**config.mk**
```make
export PLATFORM = sky130hd
export DESIGN_NAME = talker_status_core
export DESIGN_NICKNAME = d
export VERILOG_FILES = /design/src/talk_status_pkg.sv /design/src/irq_edge_gen.sv /design/src/talker_status_core.sv
export SDC_FILE = /design/constraint.sdc
export NUM_CORES = 1
export LEC_CHECK = 0
export BUFFER_PORTS_ARGS = -buffer_cell sky130_fd_sc_hd__buf_2
export CAP_MARGIN = 20
export CORE_MARGIN = 8
export CORE_UTILIZATION = 48
export DETAILED_ROUTE_END_ITERATION = 16
export GPL_TIMING_DRIVEN = 0
export PLACE_DENSITY = 0.85
export RECOVER_POWER = 100
export SETUP_SLACK_MARGIN = 0.5
export SLEW_MARGIN = 40
export SYNTH_ARGS = -nofsm -noshare
export SYNTH_HDL_FRONTEND = slang
export SYNTH_SLANG_ARGS = --single-unit
```
**constraint.sdc**
```tcl
create_clock -name core_clk_i -period 1.6 [get_ports core_clk_i]
set_input_delay 0.08 -clock core_clk_i [delete_from_list [all_inputs] [get_ports core_clk_i]]
set_output_delay 0.08 -clock core_clk_i [all_outputs]
set_load 0.05 [all_outputs]
```
**src/talk_status_pkg.sv**
```systemverilog
// shared constants and state types of the talker/status block
package talk_status_pkg;
	// ****************************************
	// register byte offsets
	// ****************************************
	localparam logic [5:0] OFS_ISR = 6'h00;
	localparam logic [5:0] OFS_IMR = 6'h04;
	localparam logic [5:0] OFS_CSR = 6'h08;
	localparam logic [5:0] OFS_ASR = 6'h0C;
	localparam logic [5:0] OFS_AUX = 6'h10;
	localparam logic [5:0] OFS_ADR = 6'h14;
	localparam logic [5:0] OFS_SPR = 6'h18;
	localparam logic [5:0] OFS_DATA = 6'h1C;
	localparam logic [5:0] OFS_CPT = 6'h20;
	// ****************************************
	// field positions and reset values
	// ****************************************
	localparam int ISR_W = 5;
	localparam int ISR_TR = 0;
	localparam int ISR_BI = 1;
	localparam int ISR_END = 2;
	localparam int ISR_UNDEFINED_ADDR_CMD_STATUS = 3;
	localparam int ISR_SERIAL_POLL_ACTIVE = 4;
	localparam int CSR_UNDEFINED_ADDR_CMD_STATUS = 7;
	localparam int CSR_SERIAL_POLL_ACTIVE = 2;
	localparam int ASR_LISTENER_ACTIVE = 0;
	localparam int ASR_TALKER_ACTIVE = 1;
	localparam int ASR_MA = 2;
	localparam int ASR_ATN = 3;
	localparam int AUX_RESET = 7;
	localparam int AUX_FEOI = 5;
	localparam int AUX_DACR = 4;
	localparam int AUX_DACD = 1;
	localparam int SPR_RSV = 6;
	localparam logic [4:0] IMR_RST = 5'h00;
	localparam logic SRST_RST = 1'b1;
	// ****************************************
	// bus command codes, seven bits, with their group and low-nibble fields
	// ****************************************
	localparam logic [6:0] CMD_SPE = 7'h18;
	localparam logic [6:0] CMD_SPD = 7'h19;
	localparam logic [6:0] CMD_UNL = 7'h3F;
	localparam logic [1:0] GRP_LISTEN = 2'h1;
	localparam logic [1:0] GRP_TALK = 2'h2;
	localparam logic [2:0] GRP_ACG = 3'h0;
	localparam logic [3:0] ACG_GTL = 4'h1;
	localparam logic [3:0] ACG_SDC = 4'h4;
	localparam logic [3:0] ACG_PPC = 4'h5;
	localparam logic [3:0] ACG_GET = 4'h8;
	localparam logic [3:0] ACG_TCT = 4'h9;
	// ****************************************
	// state machines
	// ****************************************
	typedef enum logic [1:0] {SRC_IDLE = 2'h0, SRC_DAV = 2'h1, SRC_WAIT = 2'h3} src_state_t;
	typedef enum logic [1:0] {ACC_READY = 2'h0, ACC_HOLD = 2'h1, ACC_DONE = 2'h3} acc_state_t;
endpackage

```
**src/irq_edge_gen.sv**
```systemverilog
// interrupt request on rising edge of the enabled status
`timescale 1ns/1ps
module irq_edge_gen (
	input wire logic core_clk_i,
	input wire logic rstn_i,
	input wire logic [talk_status_pkg::ISR_W-1:0] status_i,
	input wire logic [talk_status_pkg::ISR_W-1:0] mask_i,
	input wire logic clr_i,
	input wire logic srst_i,
	output logic irq_n_o
);
	import talk_status_pkg::*;

	typedef struct packed {
		logic any;
		logic irq_n;
	} irq_state_t;

	irq_state_t q;
	irq_state_t d;
	logic any_now;

	// only a low-to-high of the enabled or requests
	always_comb begin
		d = q;
		any_now = |(status_i & mask_i);
		d.any = any_now;
		if (clr_i || srst_i) begin
			d.irq_n = 1'b1;
		end
		if (any_now && !q.any && !srst_i) begin
			d.irq_n = 1'b0;
		end
	end

	always_ff @(posedge core_clk_i or negedge rstn_i) begin
		if (!rstn_i) begin
			q <= '{any: 1'b0, irq_n: 1'b1};
		end else begin
			q <= d;
		end
	end

	assign irq_n_o = q.irq_n;
endmodule

```
**src/talker_status_core.sv**
```systemverilog
// talker source handshake, status flags and force-end logic
// Behaviour
// - serial poll active entered after enable, my talk address, then ATN released
// - disable before status byte taken leaves poll-byte-pending set
// - pending poll byte and talker: resend data register byte on every RFD
// - repeating stops only after the status byte handshake in serial poll or a reset
// - poll status bit set by enable plus talk address, cleared by disable
// - talker-ready set while talker with empty data register and after accept
// - untalk clears talker-ready even with an unserviced interrupt
// - undefined addressed command flag set whether addressed or not
// - listener or talker active bit set once ATN goes false
// - end flag set when talker marks last byte, ahead of the byte
// - end flag has its own interrupt mask bit
// - force-end set by writing one, clears itself one clock later
// - force-end as talker drives EOI until next data byte accepted; a status byte in serial poll leaves it set
// - force-end while not talker is kept until next talker state
// - only a reset cancels a registered force-end
// - status bit reaches interrupt only when its mask bit is set
// - interrupt fires only on rising edge of enabled status or
// - reset clears interrupts and idles the interface functions
`timescale 1ns/1ps
module talker_status_core (
	input wire logic core_clk_i,
	input wire logic rstn_i,
	input wire logic [5:0] address_i,
	input wire logic read_i,
	input wire logic write_i,
	input wire logic [3:0] byteenable_i,
	input wire logic [31:0] writedata_i,
	output logic [31:0] readdata_o,
	output logic waitrequest_o,
	input wire logic atn_i,
	input wire logic eoi_i,
	input wire logic [7:0] dio_i,
	input wire logic dav_i,
	input wire logic rfd_i,
	input wire logic dac_i,
	output logic [7:0] dio_o,
	output logic dio_oe_o,
	output logic dav_o,
	output logic dav_oe_o,
	output logic eoi_o,
	output logic eoi_oe_o,
	output logic rfd_o,
	output logic rfd_oe_o,
	output logic dac_o,
	output logic dac_oe_o,
	output logic irq_n_o
);
	import talk_status_pkg::*;

	// ****************************************
	// state
	// ****************************************
	typedef struct packed {
		logic waitreq;
		logic [7:0] rdata;
		logic [ISR_W-1:0] imr;
		logic srst;
		logic dacd;
		logic feoi;
		logic dacr;
		logic [4:0] paddr;
		logic [7:0] spoll;
		logic [7:0] odr;
		logic odr_full;
		logic [7:0] idr;
		logic talk_addr;
		logic listen_addr;
		logic spms;
		logic talker_active;
		logic listener_active;
		logic serial_poll_active;
		logic sp_st;
		logic poll_pending;
		logic eoi_pending;
		logic talker_ready;
		logic byte_rcvd;
		logic end_st;
		logic undefined_addr_cmd_status_st;
		src_state_t src;
		acc_state_t acc;
		logic [7:0] dio;
		logic dio_oe;
		logic dav;
		logic eoi;
		logic rfd_oe;
		logic dac_oe;
	} core_state_t;

	core_state_t q;
	core_state_t d;
	logic req;
	logic acc;
	logic wr;
	logic rd;
	logic wr_aux;
	logic wr_data;
	logic accept;
	logic cmd_take;
	logic isr_rd;
	logic acc_on;
	logic talker_active_n;
	logic [6:0] cmd;
	logic [7:0] rval;
	logic [ISR_W-1:0] isr;

	// undefined member of the addressed command group
	function automatic logic is_undefined_addr_cmd_status(input logic [6:0] c);
		is_undefined_addr_cmd_status = (c[6:4] == GRP_ACG) && (c[3:0] != ACG_GTL) && (c[3:0] != ACG_SDC)
			&& (c[3:0] != ACG_PPC) && (c[3:0] != ACG_GET) && (c[3:0] != ACG_TCT);
	endfunction

	// own listen or talk address in a group
	function automatic logic is_mine(input logic [6:0] c, input logic [1:0] g,
		input logic [4:0] a);
		is_mine = (c == {g, a});
	endfunction

	// ****************************************
	// next-state logic
	// ****************************************
	always_comb begin
		d = q;
		cmd = dio_i[6:0];
		req = read_i || write_i;
		acc = req && !q.waitreq;
		wr = write_i && acc && byteenable_i[0];
		rd = read_i && acc;
		wr_aux = wr && (address_i == OFS_AUX);
		wr_data = wr && (address_i == OFS_DATA);
		isr_rd = rd && (address_i == OFS_ISR);
		accept = 1'b0;
		cmd_take = 1'b0;
		acc_on = atn_i || q.listener_active;
		talker_active_n = q.talk_addr && !atn_i && !q.srst;
		isr = {q.sp_st, q.undefined_addr_cmd_status_st, q.end_st, q.byte_rcvd, q.talker_ready};
		rval = 8'h00;

		// bus slave: one wait cycle, then the answer
		d.waitreq = !(req && q.waitreq);
		if (address_i == OFS_ISR) begin
			rval = {3'h0, isr};
		end else if (address_i == OFS_IMR) begin
			rval = {3'h0, q.imr};
		end else if (address_i == OFS_CSR) begin
			rval = {q.undefined_addr_cmd_status_st, 4'h0, q.sp_st, 2'h0};
		end else if (address_i == OFS_ASR) begin
			rval = {4'h0, atn_i, q.talk_addr || q.listen_addr, q.talker_active, q.listener_active};
		end else if (address_i == OFS_AUX) begin
			rval = {q.srst, 7'h00};
		end else if (address_i == OFS_ADR) begin
			rval = {3'h0, q.paddr};
		end else if (address_i == OFS_SPR) begin
			rval = q.spoll;
		end else if (address_i == OFS_DATA) begin
			rval = q.idr;
		end else if (address_i == OFS_CPT) begin
			rval = dio_i;
		end
		if (req && q.waitreq) begin
			d.rdata = rval;
		end

		// register writes; strobes last one clock
		d.feoi = 1'b0;
		d.dacr = 1'b0;
		if (wr && (address_i == OFS_IMR)) begin
			d.imr = writedata_i[ISR_W-1:0];
		end
		if (wr_aux) begin
			d.srst = writedata_i[AUX_RESET];
			d.dacd = writedata_i[AUX_DACD];
			d.feoi = writedata_i[AUX_FEOI];
			d.dacr = writedata_i[AUX_DACR];
		end
		if (wr && (address_i == OFS_ADR)) begin
			d.paddr = writedata_i[4:0];
		end
		if (wr && (address_i == OFS_SPR)) begin
			d.spoll = writedata_i[7:0];
		end

		// read side effects clear first so a new event wins
		if (isr_rd) begin
			d.end_st = 1'b0;
		end
		if (rd && (address_i == OFS_CSR)) begin
			d.undefined_addr_cmd_status_st = 1'b0;
		end
		if (rd && (address_i == OFS_DATA)) begin
			d.byte_rcvd = 1'b0;
		end

		// active states follow addressing once ATN is false
		d.talker_active = talker_active_n;
		d.listener_active = q.listen_addr && !atn_i && !q.srst;
		d.serial_poll_active = q.spms && talker_active_n;
		if (d.serial_poll_active && !q.serial_poll_active) begin
			d.poll_pending = 1'b1;
			d.spoll[SPR_RSV] = 1'b0;
		end

		// source handshake; status byte in poll, else data register
		case (q.src)
			SRC_IDLE: begin
				if (q.talker_active && (q.serial_poll_active ? q.poll_pending : q.odr_full) && rfd_i && !dac_i) begin
					d.dio = q.serial_poll_active ? q.spoll : q.odr;
					d.src = SRC_DAV;
				end
			end
			SRC_DAV: begin
				if (!talker_active_n) begin
					d.src = SRC_IDLE;
				end else if (dac_i) begin
					accept = 1'b1;
					d.src = SRC_WAIT;
				end
			end
			SRC_WAIT: begin
				if (!dac_i || !talker_active_n) begin
					d.src = SRC_IDLE;
				end
			end
			default: begin
				d.src = SRC_IDLE;
			end
		endcase

		// accepted byte: poll byte ends pending, data byte may repeat
		if (accept && q.serial_poll_active) begin
			d.poll_pending = 1'b0;
		end else if (accept) begin
			if (!q.poll_pending) begin
				d.odr_full = 1'b0;
			end
			d.eoi_pending = 1'b0;
		end
		if (wr_data) begin
			d.odr = writedata_i[7:0];
			d.odr_full = 1'b1;
		end
		if (q.feoi) begin
			d.eoi_pending = 1'b1;
		end

		// talker-ready follows talker state and the data register
		if (!talker_active_n) begin
			d.talker_ready = 1'b0;
		end else if (accept && !q.serial_poll_active) begin
			d.talker_ready = 1'b1;
		end else if (wr_data) begin
			d.talker_ready = 1'b0;
		end else if (!q.odr_full) begin
			d.talker_ready = 1'b1;
		end

		// acceptor for commands and, when listening, data
		case (q.acc)
			ACC_READY: begin
				if (acc_on && dav_i && !q.srst) begin
					if (atn_i) begin
						cmd_take = 1'b1;
						d.acc = (q.dacd || is_undefined_addr_cmd_status(cmd)) ? ACC_HOLD : ACC_DONE;
					end else begin
						d.idr = dio_i;
						d.byte_rcvd = 1'b1;
						d.acc = ACC_DONE;
					end
				end
			end
			ACC_HOLD: begin
				if (q.dacr) begin
					d.acc = ACC_DONE;
				end
			end
			ACC_DONE: begin
				if (!dav_i) begin
					d.acc = ACC_READY;
				end
			end
			default: begin
				d.acc = ACC_READY;
			end
		endcase

		// command decode
		if (cmd_take) begin
			if (is_mine(cmd, GRP_LISTEN, q.paddr)) begin
				d.listen_addr = 1'b1;
				d.talk_addr = 1'b0;
			end else if (cmd == CMD_UNL) begin
				d.listen_addr = 1'b0;
			end else if (is_mine(cmd, GRP_TALK, q.paddr)) begin
				d.talk_addr = 1'b1;
			end else if (cmd[6:5] == GRP_TALK) begin
				d.talk_addr = 1'b0;
			end else if (cmd == CMD_SPE) begin
				d.spms = 1'b1;
			end else if (cmd == CMD_SPD) begin
				d.spms = 1'b0;
			end else if (is_undefined_addr_cmd_status(cmd)) begin
				d.undefined_addr_cmd_status_st = 1'b1;
			end
		end

		// end flag is a level, independent of the handshake
		if (q.listener_active && !atn_i && eoi_i) begin
			d.end_st = 1'b1;
		end
		d.sp_st = d.spms && d.talk_addr;

		// soft reset idles the interface functions
		if (q.srst) begin
			d.talk_addr = 1'b0;
			d.listen_addr = 1'b0;
			d.spms = 1'b0;
			d.sp_st = 1'b0;
			d.poll_pending = 1'b0;
			d.eoi_pending = 1'b0;
			d.talker_ready = 1'b0;
			d.byte_rcvd = 1'b0;
			d.end_st = 1'b0;
			d.undefined_addr_cmd_status_st = 1'b0;
			d.odr_full = 1'b0;
			d.src = SRC_IDLE;
			d.acc = ACC_READY;
		end

		// pin drives
		d.dio_oe = talker_active_n;
		d.dav = (d.src == SRC_DAV);
		d.eoi = d.eoi_pending && talker_active_n;
		d.rfd_oe = (d.acc != ACC_READY);
		d.dac_oe = (acc_on && (d.acc == ACC_READY)) || (d.acc == ACC_HOLD);
	end

	// ****************************************
	// registers
	// ****************************************
	always_ff @(posedge core_clk_i or negedge rstn_i) begin
		if (!rstn_i) begin
			q <= '0;
			q.waitreq <= 1'b1;
			q.imr <= IMR_RST;
			q.srst <= SRST_RST;
			q.src <= SRC_IDLE;
			q.acc <= ACC_READY;
		end else begin
			q <= d;
		end
	end

	// interrupt request, masked per status bit including end
	irq_edge_gen u_irq (
		.core_clk_i(core_clk_i),
		.rstn_i(rstn_i),
		.status_i(isr),
		.mask_i(q.imr),
		.clr_i(isr_rd),
		.srst_i(q.srst),
		.irq_n_o(irq_n_o)
	);

	// outputs; open-drain lines only ever pull low
	assign readdata_o = {24'h000000, q.rdata};
	assign waitrequest_o = q.waitreq;
	assign dio_o = q.dio;
	assign dio_oe_o = q.dio_oe;
	assign dav_o = q.dav;
	assign dav_oe_o = q.dio_oe;
	assign eoi_o = q.eoi;
	assign eoi_oe_o = q.dio_oe;
	assign rfd_o = 1'b0;
	assign rfd_oe_o = q.rfd_oe;
	assign dac_o = 1'b0;
	assign dac_oe_o = q.dac_oe;
endmodule

```
Yosys cells after proc, flatten, opt, wreduce, memory -nomap -nowiden:

Index checks and enable logic that the tools add are counted.

* output and inout bits: 51
* input port bits: 59
* word-level logic and storage cells: 212
* bits in registers: 79

* eq/ne operators: 28
* reduce and logical (&&, ||, !) cells: 71
* multiplexer cells: 76
* bitwise operators: 2

Operators by type and width (number)
* $mux W8: 10
* $mux W1: 49
* $logic_and A1 B1 Y1: 38
* $eq A6 B5 Y1 const B: 4
* $mux W2: 11
* $eq A7 B5 Y1 const B: 2
* $eq A6 B4 Y1 const B: 2
* $pmux W2 S3: 2
* $reduce_bool A3 Y1: 4
* $mux W11: 1
* $eq A2 B1 Y1 const B: 4
* $logic_not A1 Y1: 8
* $ne A4 B3 Y1 const B: 2
* $ne A4 B4 Y1 const B: 2
* $reduce_bool A2 Y1: 4
* $eq A7 B6 Y1: 1
* $eq A7 B6 Y1 const B: 1
* $eq A7 B7 Y1: 1
* $logic_or A1 B1 Y1: 7
* $mux W7: 1
* $eq A2 B2 Y1 const B: 3
* $eq A6 B3 Y1 const B: 1
* $eq A6 B6 Y1 const B: 1
* $logic_not A2 Y1: 3
* 12 further kinds: 15

Longest topological paths before layout:

Gate-level depths: netlist of run 1.

* depth in word-level cells: 18
* mapped depth: 7

By module:

Synthesis of run 1 repeated with hierarchy kept, for this count alone.

* cell total of the unflattened synthesis: 410
* area total of the unflattened synthesis: 4336.7 um2

Modules (own cells, without submodules)
* talker_status_core: area each 4239.1 um2, seq. area each 1929.4 um2, times used 1, cells an instance 402
* irq_edge_gen: area each 97.6 um2, seq. area each 51.3 um2, times used 1, cells an instance 8

Least setup slack after synthesis of run 1:

OpenSTA, ideal clock, no wires.

* path kind: register to register
* start point: register q (netlist bit waitrequest_o)
* end point: register q[62] in the netlist's numbering
* data arrival time: 1.618 ns
* stages on the path, launching flop included: 5
* setup slack: -0.143 ns
* clock period less this slack: 1.743 ns
* library setup time: 0.125 ns
* cell sequence: dfstp_2 nand3b_2 nand2b_1 nor3_2 mux2_2

* word-level cells in the longest chain between the ends: 5

Ends and longest elaborated chain
* start, declared: RTL line talker_status_core.sv:91 `core_state_t q;`
* $logic_not A1 Y1: RTL line talker_status_core.sv:127 `acc = req && !q.waitreq;`
* $logic_and A1 B1 Y1: RTL line talker_status_core.sv:127
* $logic_and A1 B1 Y1 (2 in a row): RTL line talker_status_core.sv:128 `wr = write_i && acc && byteenable_i[0];`
* $logic_and A1 B1 Y1: RTL line talker_status_core.sv:130 `wr_aux = wr && (address_i == OFS_AUX);`

Every way passes these cells.
A chain may end at the register's enable or synchronous reset.

Worst setup path in the final report of run 1:

* start point: register q[63] in the netlist's numbering
* end point: register q[38] in the netlist's numbering

* word-level cells in the longest chain between the ends: 7

Ends and longest elaborated chain
* $logic_not A1 Y1: RTL line talker_status_core.sv:136 `talker_active_n = q.talk_addr && !atn_i && !q.srst;`
* $logic_and A1 B1 Y1: RTL line talker_status_core.sv:136
* $mux W1: RTL line talker_status_core.sv:213 `if (!talker_active_n) begin`
* $mux W1: RTL line talker_status_core.sv:205 `case (q.src)`
* $logic_and A1 B1 Y1: RTL line talker_status_core.sv:231 `if (accept && q.serial_poll_active) begin`
* $ne A3 B3 Y1 (no source line)
* $reduce_and A3 Y1 (no source line)

Parallel ways exist; a longest one is shown, timed or not.

==> flow_summary.toml, run 1 <==
[layout]
fin_util_pct = 74.5
insertedDiodeCount = 0
multiInputGateArea_sq_mm = 0.00253
fin_nets = 638
nFillCells = 529
final_cell_count_no_fill = 692
drive_gt1_share_pct = 51.9
area_delta_synth_final_pct = 50.6
layout.area.seq_sq_mm = 0.00198

[logic_synthesis]
synth_area_leaders = "dfrtp_1, mux2_2, buf_4"
async_flop_share_pct = 100
ys_types = 61
yosysWarnings = 0
synth_edf_count = 0
synth-seq-area-share_pct = 46.1
ys_ff_latch = 79
synth.top_cell.area_share_pct = 44.3
yosysMostFrequentCell = "dfrtp_1"
synthCells = 415
yosysTopAreaCell = "dfrtp_1"
synth_area_per_cell_sq_um = 10.3
netlist_top_cells_count = "dfrtp_1, buf_4, mux2_2, nand2_1, o21ai_0"
synth-main-ff-cell = "dfrtp_1"
netlist_area_sq_mm = 0.00429

[grt]
grt_max_degree = 55
grt_pass1_vias = 4086
grt_pass1_wl_um = 22100
antenna_found_initial = 0
overflow = 0
grt_use_total_pct = 22.3

[setup_path]
critPathLaunchType = "flip-flop"
cp.arrival_ns = 1.98
cp.required_ns = 1.83
reg2reg_from = "q[63]"
path_max_fanout = 3
critPathLaunch = "q[63]"
endpoint_kind = "flip-flop"
path_class = "reg -> reg"

[timing]
finalSetupViolCount = 10
final_hold_viol_count = 0
drv_slew = 0
period_share_pct = 109
clock_skew_ns = 0.0166
slew-limit-headroom_pct = 52.9
max_freq_mhz = 571
rsz0062_at_grt = "true"
period_needed_ns = 1.75
finalWorstSetupSlack_ns = -0.151
worst_pin_slew_ns = 0.706

[power_and_ir_drop]
p_total_mw = 5.48
ir_drop_uv = 445
p_leak_nw = 3.10
p_per_area_mw_per_mm2 = 847

[clock_network]
clockBufferDepth = 2
clkTransAtPathRegs_ns = 0.10
root_buffer = "clkbuf_8"
cts_tree = "built"
clock_sinks = 79
numCtsBuffers = 9
cts_max_level = 3
clock_latency_ns = 0.36

[placement]
dpl.hpwl_um = 8510
io_buffer_count = 55
placed_cells = 604
place.gp.congestion = 0.896
post-place-ws_ns = -0.159

[floorplanning]
start_util_pct = 49.5
rows = 34
coreArea_sq_mm = 0.00868
dieArea_sq_mm = 0.0122
io_pins = 110
fp.dieW_um = 111
fp.dieH_um = 111

[run_status]
violations = "negative setup slack"
status = "finished, violations left"

[hold_path]
hp-start = "writedata_i[5]"
hold_class = "in -> reg"

[drt]
viasPerCell = 6.19
vias = 4283
drt_pass1_iterations = 5
wl_per_cell_um = 24.4
first_iter_violations = 385
drc = 0
ant_nets = 0
drt_wl_total_um = 16900

[job]
cap_violations = 0
## where the power goes
group	switching [mW]	leakage (nW)	total, mW	internal, mW
clock	0.820	0.0930	1.44	0.616
sequential	0.171	1.05	2.33	2.16
combinational	1.01	1.96	1.71	0.704
## through the flow
| step | TNS (ns) | hold slack (ns) | area, sq um |
|---|---|---|---|
| 2_1_floorplan | 0 | -0.216 | 4530 |
| 3_3_place_gp | -4.52 | 0.327 | 4940 |
| 3_5_place_dp | -1.81 | -0.0388 | 4970 |
| 4_1_cts | 0 | 0.00250 | 5940 |
| 5_1_grt | -3.49 | 0.0146 | 6470 |
| 6_report | -0.617 | 0.00385 | 6470 |
## cells in the final DEF (no fill, tap or decap), types with 5 or more instances in the layout
cell type       instances
o21ai_2                11
a21oi_1                 9
nor2_1                 15
mux2i_1                12
clkbuf_8               10
dlygate4sd3_1           5
buf_4                  69
a31oi_1                 5
clkbuf_1               14
mux2_4                 29
dlymetal6s2s_1          5
nand2_1                20
dfrtp_1                74
inv_1                   8
nand2_4                10
nand2b_1                9
o21ai_0                10
o21ai_1                11
and2_4                  5
a21oi_2                15
buf_2                  33
nor2_4                  7
buf_8                  10
buf_6                  40
mux2_2                  5
conb_1                 26
xor2_1                  6
## worst paths after layout
| check | slack (ns) | cells after the start | endpoint |
|---|---|---|---|
| hold / removal | 0.004 | 2 | q[44] |
| max in group asynchronous | 0.15 | 3 | readdata_o[0] |
| setup / recovery | -0.15 | 6 | q[38] |
| min in group asynchronous | 0.28 | 2 | dav_o |
| hold reg to reg | 0.50 | 1 | q[30] |
| setup reg to reg | -0.15 | 6 | q[38] |
## metal layers
metal,GRT usage (%),routed length [um]
met3,5.63,1650
met1,26.9,6050
met5,0,0
met4,13.5,1180
met2,35.0,7980
## area by class of cell
class	count	share of cell area, %
multi-input cells	293	39.2
flip-flops and latches	79	30.7
repair buffers	127	16.6
plain buffers	59	8.13
clock buffers	10	2.13
well taps	108	2.09
clock inverters	6	0.677
inverters	10	0.580
## cell families (layout without fill, tap and decap cells)
group | count (synthesis) | in the layout | share of synthesized area [%]
and+or+nand+nor | 115 | 116 | 15.7
buffers and inverters | 69 | 212 | 10.6
muxes | 46 | 46 | 11.7
xor gates and xnor gates | 6 | 6 | 1.22
other | 1 | 26 | 0.0874
AOI/OAI and AO/OA | 99 | 99 | 14.6
DFF | 79 | 79 | 46.1
## timing repair
item / CTS / global route
hold endpoints to repair: 82 / 0
buffers inserted: 33 / 31
pin swaps: 27 / 26
gates resized for setup: 127 / 108
hold buffers: 5 / 0
setup endpoints to repair: 93 / 95
cloned: 2 / 1
## worst max-delay path: stages (launching register included)
cell and delay (ns):
dfstp_2 0.42, buf_6 0.13, nor2_4 0.13, nand2_4 0.07, or4_4 0.54, o21ai_2 0.25, a21oi_2 0.09
## sequential cells by signal, summed over array words and instances (netlist names), 5 cells and up
register,cells
readdata_o,8
q,50
isr,5
dio_o,8
Power figures use the tool's default switching activity.
==> inputs of run 2 (changes only) <==
--- a/config.mk
+++ b/config.mk
@@ -8,12 +8,13 @@
 export BUFFER_PORTS_ARGS = -buffer_cell sky130_fd_sc_hd__buf_2
 export CAP_MARGIN = 20
 export CORE_MARGIN = 8
-export CORE_UTILIZATION = 48
+export CORE_UTILIZATION = 45
 export DETAILED_ROUTE_END_ITERATION = 16
 export GPL_TIMING_DRIVEN = 0
-export PLACE_DENSITY = 0.85
+export PLACE_DENSITY = 0.81
 export RECOVER_POWER = 100
 export SETUP_SLACK_MARGIN = 0.5
+export SKIP_LAST_GASP = 1
 export SLEW_MARGIN = 40
 export SYNTH_ARGS = -nofsm -noshare
 export SYNTH_HDL_FRONTEND = slang
==> run 2 against run 1 <==
Effect of this change: the run still ends with negative setup slack left; critical path type unchanged; wire length shrank 15%; clock skew fell by 0.0070 ns; largest cell class unchanged; worst setup slack better by 0.088 ns; critical path depth unchanged; combinational power barely moved; critical endpoint is now q[29]; fmax rose by 5.3%; first-iteration DRC count shrank 30%; final cell count grew 3.5%; die area rose by 5.7%; flip-flop and latch count did not move.
==> flow_summary.toml, run 2 (synthesis results as in run 1) <==
[hold_path]
hold_class = "in -> reg"
hp-start = "writedata_i[2]"

[timing]
period_share_pct = 104
whs_ns = 0.00628
finalSetupTns_ns = -0.179
clock_skew_ns = 0.00955
worst_pin_slew_ns = 0.961
slew-limit-headroom_pct = 35.9
final_hold_viol_count = 0
drv_slew = 0
period_needed_ns = 1.66
rsz0062_at_grt = "true"
finalWorstSetupSlack_ns = -0.0628
max_freq_mhz = 601
finalSetupViolCount = 5

[setup_path]
crit_slowest_cell = "dfstp_2"
path_cells = "nor4b_4, and2_4, buf_6, buf_4, a311o_1, a21oi_1"
path_class = "reg -> reg"
cp.required_ns = 1.88
reg2reg_from = "q[63]"
cp.arrival_ns = 1.94
endpoint_kind = "flip-flop"
critPathLaunch = "q[63]"
critPathLaunchType = "flip-flop"
path_max_fanout = 5
cp_slowest_stage_delay_ns = 0.64

[power_and_ir_drop]
swShare_pct = 34.8
p_clk_share_pct = 25.9
ir_drop_uv = 422
seq_power_share_pct = 42.8
p_per_area_mw_per_mm2 = 833
comb_power_share_pct = 31.3
p_leak_nw = 3.04
intPower_mw = 3.53
p_sw_mw = 1.89

[layout]
mostFrequentLayoutCell = "dfrtp_1"
fin_nets = 641
fin_util_pct = 70.5
final_cell_count_no_fill = 716
nFillCells = 656
largest_reg_flops = 50
top_register = "q"
multiInputGateArea_sq_mm = 0.00240
drive_gt1_share_pct = 52.8
insertedDiodeCount = 0
layout.area.seq_sq_mm = 0.00199
area_delta_synth_final_pct = 51.6
final_cell_mix = "dfrtp_1, buf_4, buf_6, buf_2"

[floorplanning]
fp.dieH_um = 114
rows = 35
io_pins = 110
coreArea_sq_mm = 0.00924
dieArea_sq_mm = 0.0129
fp.dieW_um = 114
start_util_pct = 46.5

[drt]
drt_wl_total_um = 14400
drc = 0
vias = 3946
ant_nets = 0
drt_pass1_iterations = 6
wl_per_cell_um = 20.1
viasPerCell = 5.51
first_iter_violations = 270

[run_status]
status = "finished, violations left"
violations = "negative setup slack"

[grt]
grt_pass1_wl_um = 20400
grt_use_total_pct = 20.1
grt_max_degree = 43
grt_pass1_vias = 3898
antenna_found_initial = 0
overflow = 0

[placement]
dpl.hpwl_um = 8510
placed_cells = 625
place.gp.congestion = 0.908
io_buffer_count = 55

[clock_network]
root_buffer = "clkbuf_8"
cts_max_level = 3
clockBufferDepth = 2
clock_sinks = 79
numCtsBuffers = 9
clkTransAtPathRegs_ns = 0.09
clock_latency_ns = 0.36
cts_tree = "built"

[job]
cap_violations = 0
-- run 2: cell count changes in the layout (fill, tap and decap cells not counted), sizes merged --
| cell | before | now |
|---|---|---|
| dlymetal6s2s | 5 | 0 |
| clkinv | 3 | 2 |
| clkbuf | 28 | 18 |
| clkinvlp | 1 | 2 |
| inv | 12 | 11 |
| dlygate4sd3 | 5 | 7 |
| buf | 158 | 175 |
-- run 2: through the flow --
step	setup slack, ns	cell area [sq um]	total power [mW]
after floorplan	0.0354	4530	3.18
final	-0.0628	6510	5.42
after detailed placement	-0.152	4990	3.51
after CTS	0.00372	5980	5.20
after global routing	-0.111	6510	5.63
after global placement	-0.201	4960	3.47
-- run 2: worst max-delay path: cells and delay by family, from the launching register on --
family | cells | cell delay [ns]
AOI/OAI and AO/OA | 2 | 0.44
buffers and inverters | 2 | 0.27
DFF | 1 | 0.64
and+or+nand+nor | 2 | 0.24
-- run 2: power groups by stage --
| stage | combinational [mW] | sequential, mW | clock, mW |
|---|---|---|---|
| after floorplan | 0.781 | 2.40 | 0 |
| after global placement | 1.15 | 2.32 | 0 |
| after detailed placement | 1.18 | 2.33 | 0 |
| after CTS | 1.48 | 2.30 | 1.41 |
| after global routing | 1.79 | 2.34 | 1.50 |
| final | 1.70 | 2.32 | 1.40 |
-- run 2: layout make-up --
| class | count | share of cell area, % |
|---|---|---|
| plain buffers | 59 | 8.44 |
| clock buffers | 11 | 2.17 |
| clock inverters | 5 | 0.634 |
| inverters | 10 | 0.577 |
| multi-input cells | 293 | 36.9 |
| flip-flops and latches | 79 | 30.5 |
| well taps | 129 | 2.48 |
| repair buffers | 130 | 18.3 |
-- run 2: per-layer routing --
| metal | global-route usage (%) | vias to the layer above | part of all wire (%) |
|---|---|---|---|
| li1 | - | 1747 | - |
| met1 | 23.7 | 1961 | 39 |
| met2 | 33.9 | 191 | 50 |
| met3 | 5.02 | 47 | 7.2 |
| met4 | 8.97 | 0 | 3.7 |
| met5 | 0 | - | 0 |
-- run 2: timing repair --
item                                   CTS  global route
pin swaps                               21            25
setup endpoints to repair               93            99
resized for setup                      132            77
gates cloned                             2             2
buffers inserted                        32            32
endpoints found under the hold margin   86             0
hold buffers                             7             0
-- run 2: final timing paths --
path / endpoint / slack (ns) / depth (start not counted)
max in group asynchronous: waitrequest_o / 0.24 / 3
min reg2reg: q[30] / 0.50 / 1
max: q[29] / -0.06 / 6
min: q[57] / 0.006 / 3
min in group asynchronous: dio_o[6] / 0.41 / 2
max reg2reg: q[29] / -0.06 / 6
